--- config.mk ---
export PLATFORM = sky130hd
export DESIGN_NAME = alu_datapath_top
export DESIGN_NICKNAME = d
export VERILOG_FILES = /design/src/include/alu_pkg.sv /design/src/alu_unit.sv /design/src/pointer_unit.sv /design/src/alu_datapath_top.sv
export SDC_FILE = /design/constraint.sdc
export NUM_CORES = 1
export LEC_CHECK = 0
export BUFFER_PORTS_ARGS = -buffer_cell sky130_fd_sc_hd__buf_2
export CORE_ASPECT_RATIO = 0.75
export CORE_UTILIZATION = 25
export DETAILED_ROUTE_END_ITERATION = 10
export PLACE_DENSITY = 0.53
export SLEW_MARGIN = 0
export SYNTH_ARGS = -nofsm -noshare
export SYNTH_HDL_FRONTEND = slang
export SYNTH_SLANG_ARGS = --single-unit
--- constraint.sdc ---
create_clock -name clock_i -period 4 [get_ports clock_i]
set_clock_uncertainty 0.05 [all_clocks]
set_input_delay 0.4 -clock clock_i [delete_from_list [all_inputs] [get_ports clock_i]]
set_output_delay 0.4 -clock clock_i [all_outputs]
set_load 0.03 [all_outputs]
--- src/include/alu_pkg.sv ---
// Purpose: shared constants and types for the file register datapath
// Assumes: 8-bit data, 16-bit pointers, 7-bit file field
// Notes: register map reached over the plain register port
//
// Functional notes
// - 7-bit file field, destination bit picks target
// - increment adds one, updates zero only
// - OR accumulator with file, zero only
// - left shift, bit7 to carry, zero in
// - right shift, bit0 to carry, zero in
// - move copies value, zero flag from it
// - indirect load into accumulator, zero only
// - mode field selects pre/post inc/dec
// - relative form adds signed offset, pointer kept
// - pointer ends old plus/minus one, relative kept
// - indirect ports access pointed location instead
// - pointers 16 bits, wrap modulo range
// - pointer adjust never touches status flags
package alu_pkg;
    localparam int DATA_W = 8;
    localparam int PTR_W = 16;
    localparam int FILE_W = 7;
    localparam int OFF_W = 6;
    localparam int BUS_AW = 8;
    localparam int BUS_DW = 32;
    localparam int STATUS_W = 2;
    localparam int STATUS_C_BIT = 0;
    localparam int STATUS_Z_BIT = 1;
    localparam logic [BUS_AW-1:0] OFS_ACC = 8'h00;
    localparam logic [BUS_AW-1:0] OFS_STATUS = 8'h04;
    localparam logic [BUS_AW-1:0] OFS_PTR0 = 8'h08;
    localparam logic [BUS_AW-1:0] OFS_PTR1 = 8'h0c;
    localparam logic [BUS_AW-1:0] OFS_STATE = 8'h10;
    localparam logic [DATA_W-1:0] ACC_RST = 8'h00;
    localparam logic [STATUS_W-1:0] STATUS_RST = 2'h0;
    localparam logic [PTR_W-1:0] PTR_RST = 16'h0000;
    localparam logic [PTR_W-1:0] PTR_ONE = 16'h0001;
    localparam logic [DATA_W-1:0] DATA_ONE = 8'h01;
    localparam logic [DATA_W-1:0] DATA_ZERO = 8'h00;
    localparam logic [FILE_W-1:0] INDIRECT_PORT0 = 7'h00;
    localparam logic [FILE_W-1:0] INDIRECT_PORT1 = 7'h01;
    localparam logic DEST_ACC = 1'b0;
    localparam logic DEST_FILE = 1'b1;

    typedef enum logic [2:0] {
        op_increment_file = 3'h0,
        op_or_accumulator_with_file = 3'h1,
        op_shift_left_logical_file = 3'h2,
        op_shift_right_logical_file = 3'h3,
        op_move_file = 3'h4,
        op_indirect_load_to_accumulator = 3'h5
    } op_t;

    typedef enum logic [1:0] {
        mode_pre_inc = 2'h0,
        mode_pre_dec = 2'h1,
        mode_post_inc = 2'h2,
        mode_post_dec = 2'h3
    } pointer_mode_field_t;

    typedef enum logic [1:0] {
        st_idle = 2'h0,
        st_exec = 2'h1,
        st_write = 2'h2
    } state_t;

    typedef struct packed {
        op_t op;
        logic [FILE_W-1:0] file_addr;
        logic dest;
        logic ptr_sel;
        pointer_mode_field_t pointer_mode_field;
        logic relative;
        logic [OFF_W-1:0] offset;
    } instr_t;

    typedef struct packed {
        logic [PTR_W-1:0] addr;
        logic rd;
        logic wr;
        logic [DATA_W-1:0] wdata;
    } mem_req_t;
endpackage

--- src/alu_unit.sv ---
// Purpose: result and flag logic for the file register operations
// Assumes: operands stable during the execute cycle
// Notes: purely combinational
`timescale 1ns/100ps
module alu_unit (
    // operands
    input wire alu_pkg::op_t op_i,
    input wire logic [alu_pkg::DATA_W-1:0] file_i,
    input wire logic [alu_pkg::DATA_W-1:0] acc_i,
    input wire logic carry_i,
    // results
    output logic [alu_pkg::DATA_W-1:0] result_o,
    output logic carry_o,
    output logic zero_o
);
    always_comb begin
        result_o = file_i;
        carry_o = carry_i;
        case (op_i)
            alu_pkg::op_increment_file: begin
                result_o = file_i + alu_pkg::DATA_ONE;
            end
            alu_pkg::op_or_accumulator_with_file: begin
                result_o = acc_i | file_i;
            end
            alu_pkg::op_shift_left_logical_file: begin
                result_o = {file_i[alu_pkg::DATA_W-2:0], 1'b0};
                carry_o = file_i[alu_pkg::DATA_W-1];
            end
            alu_pkg::op_shift_right_logical_file: begin
                result_o = {1'b0, file_i[alu_pkg::DATA_W-1:1]};
                carry_o = file_i[0];
            end
            alu_pkg::op_move_file: begin
                result_o = file_i;
            end
            alu_pkg::op_indirect_load_to_accumulator: begin
                result_o = file_i;
            end
            default: begin
                result_o = file_i;
            end
        endcase
        zero_o = (result_o == alu_pkg::DATA_ZERO);
    end
endmodule // alu_unit

--- src/pointer_unit.sv ---
// Purpose: effective address and pointer update for indirect access
// Assumes: offset is two's complement
// Notes: purely combinational, no flags
`timescale 1ns/100ps
module pointer_unit #(
    parameter int PTR_W = alu_pkg::PTR_W,
    parameter int OFF_W = alu_pkg::OFF_W
) (
    // pointer and mode
    input wire logic [PTR_W-1:0] ptr_i,
    input wire alu_pkg::pointer_mode_field_t mode_i,
    input wire logic relative_i,
    input wire logic [OFF_W-1:0] offset_i,
    // results
    output logic [PTR_W-1:0] addr_o,
    output logic [PTR_W-1:0] ptr_next_o
);
    if (OFF_W >= PTR_W || OFF_W < 1) begin : g_bad_width
        $error("pointer_unit: offset width unusable");
    end

    logic [PTR_W-1:0] one_w;
    logic [PTR_W-1:0] inc_w;
    logic [PTR_W-1:0] dec_w;
    logic [PTR_W-1:0] off_w;

    assign one_w = {{(PTR_W-1){1'b0}}, 1'b1};
    assign inc_w = ptr_i + one_w;
    assign dec_w = ptr_i - one_w;
    assign off_w = {{(PTR_W-OFF_W){offset_i[OFF_W-1]}}, offset_i};

    always_comb begin
        addr_o = ptr_i;
        ptr_next_o = ptr_i;
        if (relative_i) begin
            addr_o = ptr_i + off_w;
            ptr_next_o = ptr_i;
        end else begin
            case (mode_i)
                alu_pkg::mode_pre_inc: begin
                    addr_o = inc_w;
                    ptr_next_o = inc_w;
                end
                alu_pkg::mode_pre_dec: begin
                    addr_o = dec_w;
                    ptr_next_o = dec_w;
                end
                alu_pkg::mode_post_inc: begin
                    ptr_next_o = inc_w;
                end
                alu_pkg::mode_post_dec: begin
                    ptr_next_o = dec_w;
                end
                default: begin
                    ptr_next_o = ptr_i;
                end
            endcase
        end
    end
endmodule // pointer_unit

--- src/alu_datapath_top.sv ---
// Purpose: file register datapath with indirect load
// Assumes: memory answers a read in the same clock as the request
// Notes: an instruction cycle is two clocks, three with file write
`timescale 1ns/100ps
module alu_datapath_top (
    // clock and reset
    input wire logic clock_i,
    input wire logic rst_n_i,
    input wire logic ce_i,
    // instruction port
    input wire logic instr_valid_i,
    input wire alu_pkg::instr_t instr_i,
    output logic busy_o,
    output logic done_o,
    // register port
    input wire logic [alu_pkg::BUS_AW-1:0] addr_i,
    input wire logic [alu_pkg::BUS_DW-1:0] wdata_i,
    input wire logic wr_i,
    input wire logic rd_i,
    output logic [alu_pkg::BUS_DW-1:0] rdata_o,
    // data memory
    output alu_pkg::mem_req_t mem_req_o,
    input wire logic [alu_pkg::DATA_W-1:0] mem_rdata_i
);
    ////////////////////////////////////////////////////////////////////////
    // state
    alu_pkg::state_t state_reg, state_next;
    alu_pkg::instr_t instr_reg, instr_next;
    alu_pkg::mem_req_t mem_reg, mem_next;
    logic [alu_pkg::DATA_W-1:0] acc_reg, acc_next;
    logic [alu_pkg::STATUS_W-1:0] status_reg, status_next;
    logic [alu_pkg::PTR_W-1:0] ptr0_reg, ptr0_next;
    logic [alu_pkg::PTR_W-1:0] ptr1_reg, ptr1_next;
    logic [alu_pkg::PTR_W-1:0] pend_reg, pend_next;
    logic pend_sel_reg, pend_sel_next;
    logic pend_en_reg, pend_en_next;
    logic busy_reg, busy_next;
    logic done_reg, done_next;
    logic [alu_pkg::BUS_DW-1:0] rdata_reg, rdata_next;

    ////////////////////////////////////////////////////////////////////////
    // operand selection
    logic is_load;
    logic is_port;
    logic use_ptr;
    logic sel_w;
    logic [alu_pkg::PTR_W-1:0] sel_ptr;
    logic [alu_pkg::PTR_W-1:0] pu_addr;
    logic [alu_pkg::PTR_W-1:0] pu_next;
    logic [alu_pkg::PTR_W-1:0] direct_addr;
    logic [alu_pkg::DATA_W-1:0] alu_result;
    logic alu_carry;
    logic alu_zero;

    assign is_load = (instr_i.op == alu_pkg::op_indirect_load_to_accumulator);
    assign is_port = (instr_i.file_addr == alu_pkg::INDIRECT_PORT0) ||
                     (instr_i.file_addr == alu_pkg::INDIRECT_PORT1);
    assign use_ptr = is_load || is_port;
    assign sel_w = is_load ? instr_i.ptr_sel : instr_i.file_addr[0];
    assign sel_ptr = sel_w ? ptr1_reg : ptr0_reg;
    assign direct_addr = {{(alu_pkg::PTR_W-alu_pkg::FILE_W){1'b0}}, instr_i.file_addr};

    pointer_unit #(
        .PTR_W(alu_pkg::PTR_W),
        .OFF_W(alu_pkg::OFF_W)
    ) u_ptr (
        .ptr_i(sel_ptr),
        .mode_i(instr_i.pointer_mode_field),
        .relative_i(instr_i.relative || !is_load),
        .offset_i(is_load ? instr_i.offset : {alu_pkg::OFF_W{1'b0}}),
        .addr_o(pu_addr),
        .ptr_next_o(pu_next)
    );

    alu_unit u_alu (
        .op_i(instr_reg.op),
        .file_i(mem_rdata_i),
        .acc_i(acc_reg),
        .carry_i(status_reg[alu_pkg::STATUS_C_BIT]),
        .result_o(alu_result),
        .carry_o(alu_carry),
        .zero_o(alu_zero)
    );

    ////////////////////////////////////////////////////////////////////////
    // next state
    always_comb begin
        state_next = state_reg;
        instr_next = instr_reg;
        mem_next = mem_reg;
        mem_next.rd = 1'b0;
        mem_next.wr = 1'b0;
        acc_next = acc_reg;
        status_next = status_reg;
        ptr0_next = ptr0_reg;
        ptr1_next = ptr1_reg;
        pend_next = pend_reg;
        pend_sel_next = pend_sel_reg;
        pend_en_next = pend_en_reg;
        done_next = 1'b0;
        rdata_next = {alu_pkg::BUS_DW{1'b0}};
        if (wr_i) begin
            case (addr_i)
                alu_pkg::OFS_ACC: acc_next = wdata_i[alu_pkg::DATA_W-1:0];
                alu_pkg::OFS_STATUS: status_next = wdata_i[alu_pkg::STATUS_W-1:0];
                alu_pkg::OFS_PTR0: ptr0_next = wdata_i[alu_pkg::PTR_W-1:0];
                alu_pkg::OFS_PTR1: ptr1_next = wdata_i[alu_pkg::PTR_W-1:0];
                default: ;
            endcase
        end
        if (rd_i) begin
            case (addr_i)
                alu_pkg::OFS_ACC: rdata_next = {{(alu_pkg::BUS_DW-alu_pkg::DATA_W){1'b0}}, acc_reg};
                alu_pkg::OFS_STATUS: rdata_next = {{(alu_pkg::BUS_DW-alu_pkg::STATUS_W){1'b0}}, status_reg};
                alu_pkg::OFS_PTR0: rdata_next = {{(alu_pkg::BUS_DW-alu_pkg::PTR_W){1'b0}}, ptr0_reg};
                alu_pkg::OFS_PTR1: rdata_next = {{(alu_pkg::BUS_DW-alu_pkg::PTR_W){1'b0}}, ptr1_reg};
                alu_pkg::OFS_STATE: rdata_next = {{(alu_pkg::BUS_DW-3){1'b0}}, busy_reg, state_reg};
                default: rdata_next = {alu_pkg::BUS_DW{1'b0}};
            endcase
        end
        case (state_reg)
            alu_pkg::st_idle: begin
                if (instr_valid_i) begin
                    instr_next = instr_i;
                    mem_next.addr = use_ptr ? pu_addr : direct_addr;
                    mem_next.rd = 1'b1;
                    pend_next = pu_next;
                    pend_sel_next = sel_w;
                    pend_en_next = is_load;
                    state_next = alu_pkg::st_exec;
                end
            end
            alu_pkg::st_exec: begin
                status_next[alu_pkg::STATUS_Z_BIT] = alu_zero;
                if (instr_reg.op == alu_pkg::op_shift_left_logical_file ||
                    instr_reg.op == alu_pkg::op_shift_right_logical_file) begin
                    status_next[alu_pkg::STATUS_C_BIT] = alu_carry;
                end
                if (pend_en_reg) begin
                    if (pend_sel_reg) begin
                        ptr1_next = pend_reg;
                    end else begin
                        ptr0_next = pend_reg;
                    end
                end
                if (instr_reg.dest == alu_pkg::DEST_FILE && !pend_en_reg) begin
                    mem_next.wr = 1'b1;
                    mem_next.wdata = alu_result;
                    state_next = alu_pkg::st_write;
                end else begin
                    acc_next = alu_result;
                    done_next = 1'b1;
                    state_next = alu_pkg::st_idle;
                end
            end
            alu_pkg::st_write: begin
                done_next = 1'b1;
                state_next = alu_pkg::st_idle;
            end
            default: begin
                state_next = alu_pkg::st_idle;
            end
        endcase
        busy_next = (state_next != alu_pkg::st_idle);
    end

    ////////////////////////////////////////////////////////////////////////
    // registers
    always_ff @(posedge clock_i or negedge rst_n_i) begin
        if (!rst_n_i) begin
            state_reg <= alu_pkg::st_idle;
            instr_reg <= '0;
            mem_reg <= '0;
            acc_reg <= alu_pkg::ACC_RST;
            status_reg <= alu_pkg::STATUS_RST;
            ptr0_reg <= alu_pkg::PTR_RST;
            ptr1_reg <= alu_pkg::PTR_RST;
            pend_reg <= alu_pkg::PTR_RST;
            pend_sel_reg <= 1'b0;
            pend_en_reg <= 1'b0;
            busy_reg <= 1'b0;
            done_reg <= 1'b0;
            rdata_reg <= '0;
        end else if (ce_i) begin
            state_reg <= state_next;
            instr_reg <= instr_next;
            mem_reg <= mem_next;
            acc_reg <= acc_next;
            status_reg <= status_next;
            ptr0_reg <= ptr0_next;
            ptr1_reg <= ptr1_next;
            pend_reg <= pend_next;
            pend_sel_reg <= pend_sel_next;
            pend_en_reg <= pend_en_next;
            busy_reg <= busy_next;
            done_reg <= done_next;
            rdata_reg <= rdata_next;
        end
    end

    assign busy_o = busy_reg;
    assign done_o = done_reg;
    assign rdata_o = rdata_reg;
    assign mem_req_o = mem_reg;

    logic ex;
    logic take;
    assign ex = ce_i && (state_reg == alu_pkg::st_exec);
    assign take = ce_i && (state_reg == alu_pkg::st_idle) && instr_valid_i;
endmodule // alu_datapath_top

==> impl_metrics.tcl <==
set metrics [dict create \
    outcome "complete, no violations" \
    gr-total-overflow 0 \
    ys_warn_count 0 \
    pre_cts_slack_ns 0.256 \
    clkLatencyLatePin_ns 0.37 \
    hold_class "input pin to asynchronous set/reset pin" \
    ys_ff_latch 110 \
    grt_pass1_vias 6819 \
    reg2reg_from "ptr1_reg[0]" \
    layout.nets 1121 \
    path_buf_inv 4 \
    post_cts_buffers 0 \
    h-tree-depth 3 \
    start_util_pct 25.5 \
    reg2reg_to "mem_req_o[20]" \
    port-buffer-count 102 \
    wl_per_cell_um 17.9 \
    r2r_slack_ns 0.74 \
    rr_worst_depth 13 \
    finish.utilization_pct 29.8 \
    ctsResizeCount 0 \
    drive_gt1_share_pct 17.0 \
    clk_pin_slew_ns 0.08 \
    vias 7312 \
    cellPowerDensity_mw_per_mm2 635 \
    gp_congestion 0.880 \
    worstMarginPinSlew_ns 0.969 \
    syn_area_mm2 0.00771 \
    synth_edf_count 0 \
    routed_wirelength_um 25600 \
    die_w_um 205 \
    via_per_inst 5.11 \
    fin_ws_ns 0.557 \
    hold_viol_final 0 \
    core_region_area_mm2 0.0302 \
    critPathMaxFanout 5 \
    grt_first_pass_wirelength_um 40500 \
    setup.worst_path.end_class "register" \
    ys_types 74 \
    period_minus_slack_ns 3.44 \
    holdBufCountCts 0 \
    cts_tree "built" \
    relSlewSlack_pct 35.0 \
    cp_common_cell "inv_1" \
    setup_viol 0 \
    seq_area_frac_synth_pct 35.7 \
    synthToLayoutAreaGrowth_pct 16.6 \
    crit_slowest_cell "or4b_1" \
    fin_crit_sh_pct 86.1 \
    ant_nets 0 \
    cts.sinks 110 \
    cpPeakStageDelay_ns 0.51 \
    ys.flop_type "dfrtp_1" \
    grt_usage_pct 16.4 \
    required_ns 4.24 \
    rsz0062_at_grt "no" \
    hpwl_um 19500 \
    grt_max_degree 111 \
    max_freq_ghz 0.290 \
    antenna_found_initial 1 \
    leakage_nw 3.96 \
    cpLargestDelayFamily "compound AO/OA/AOI/OAI gates" \
    synthCells 939 \
    die_area_mm2 0.0315 \
    die_y_um 154 \
    root_buffer "clkbuf_16" \
    clock_path_buffers 2 \
    cts_inserted_buffers 9 \
    ir_drop_uv 276 \
    cap_violations 0 \
    cp_data_arrival_time_ns 3.68 \
    maxSlewViolCount 0 \
    largest_register_ffs 26 \
    crit_chain "buf_2 -> and4b_4 -> a21oi_4 -> mux2i_1 -> inv_1 -> ha_1 -> inv_1 -> fa_1 -> inv_1 -> a2111oi_0 -> a221oi_1 -> o211ai_1 -> o21ai_2 -> a21oi_1 -> or4b_1 -> nand3_1" \
    cp-start-kind "input pin" \
    critical_path_class "input pin to register" \
    fin_setup_tns_ns 0 \
    drt_iter0_drc 513 \
    ios 135 \
    fin_total_pwr_mw 5.71 \
    drc 0 \
    dr.pass1.iters 5 \
    rows 55 \
    synth.avg_cell_area_um2 8.21 \
    async_flop_share_pct 100 \
]
per-stage QoR:
step / cells / hold slack, ns / area, um^2
2_1_floorplan: 954 / 0.0544 / 7760
3_3_place_gp: 1415 / 0.414 / 8670
3_5_place_dp: 1415 / 0.424 / 8670
4_1_cts: 1431 / 0.0911 / 8990
5_1_grt: 1431 / 0.120 / 8990
6_report: 1432 / 0.0304 / 8990
placed cells by master (no fill, tap or decap), drive strengths merged, types with 4 or more instances in the layout:
cell,instances
a31oi,10
nand2b,10
nor2b,7
xor2,7
or4,5
inv,54
conb,16
nand3,29
xnor2,30
o211ai,4
clkinv,4
nand2,83
a221oi,6
nor4,8
mux2i,38
o31ai,6
and2,6
dfrtp,110
nand3b,4
and3,12
clkbuf,9
a211oi,8
o22ai,61
o21ai,55
a21oi,92
nor2,98
nor3,17
mux2,11
nand4,12
a22oi,14
a21o,5
buf,132
ha,18
report_power, final:
| group | switching (mW) | internal [mW] | leakage [nW] |
|---|---|---|---|
| Combinational | 1.65 | 1.03 | 2.41 |
| Clock | 0.470 | 0.500 | 0.155 |
| Sequential | 0.523 | 1.54 | 1.39 |
worst reg2reg max path: stages (launching register included):
cell       delay, ns
dfrtp_1         0.42
mux2i_1         0.12
inv_1           0.10
ha_1            0.17
inv_1           0.06
fa_1            0.44
inv_1           0.14
a2111oi_0       0.10
a221oi_1        0.29
o211ai_1        0.23
o21ai_2         0.28
a21oi_1         0.17
or4b_1          0.51
nand3_1         0.10
kinds of logic after synthesis:
group	after synthesis	synth area share (%)
and+or+nand+nor	307	19.1
xor gates and xnor gates	37	4.20
DFF	110	35.7
buffers and inverters	122	7.01
muxes	51	7.18
AOI/OAI and AO/OA	291	23.4
other	1	0.0487
adders and majority gates	20	3.31
area by class of cell:
type                            instances  area, um^2
Antenna cell                            1        2.50
Clock buffer                            9         225
Clock inverter                          7        88.8
Fill cell                            3272       21200
Inverter                               52         195
Multi-Input combinational cell        722        4480
Sequential cell                       110        2750
Tap cell                              399         499
Timing Repair Buffer                  132         751
metal layers:
layer	part of all wire, %	vias up	GRT usage, %
met5	0	-	0
li1	-	3566	-
met1	50	3515	25.4
met2	43	214	23.2
met3	6.4	17	3.52
met4	0.75	0	2.70
worst max path at each step:
stage | cells past startpoint | slack, ns | start | to
floorplan | 14 | 0.49 | instr_i[9] | mem_req_o[23]
global placement | 16 | 0.28 | instr_i[19] | mem_req_o[20]
detailed placement | 16 | 0.26 | instr_i[19] | mem_req_o[20]
CTS | 16 | 0.62 | instr_i[19] | mem_req_o[20]
global route | 16 | 0.24 | instr_i[20] | mem_req_o[24]
finish | 16 | 0.56 | instr_i[19] | mem_req_o[20]
cell usage after synthesis, types with 3 or more instances:
cell / number / area (um^2)
mux2_2: 11 / 124
nor2b_1: 7 / 43.8
a21oi_1: 91 / 455
and3_1: 12 / 75.1
nand2_1: 83 / 312
nor3_1: 17 / 85.1
o211ai_1: 4 / 30.0
dfrtp_1: 110 / 2750
buf_4: 16 / 120
o22ai_1: 61 / 382
a22oi_1: 14 / 105
clkbuf_1: 42 / 158
o21ai_0: 54 / 270
and2_1: 6 / 37.5
inv_1: 52 / 195
nor2_1: 97 / 364
a221oi_1: 5 / 43.8
or3_1: 3 / 18.8
o31ai_1: 5 / 37.5
xnor2_1: 30 / 263
ha_1: 18 / 225
nand4_1: 12 / 75.1
xor2_1: 7 / 61.3
a32oi_1: 3 / 26.3
a31oi_1: 10 / 62.6
buf_2: 6 / 30.0
or4_1: 4 / 30.0
nand3b_1: 3 / 22.5
mux2i_1: 37 / 370
and4_1: 3 / 26.3
a211oi_1: 8 / 60.1
nor4_1: 8 / 50.1
nand2b_1: 10 / 62.6
a21o_1: 5 / 37.5
nand3_1: 29 / 145
buf_1: 4 / 15.0
Power figures use the tool's default switching activity.
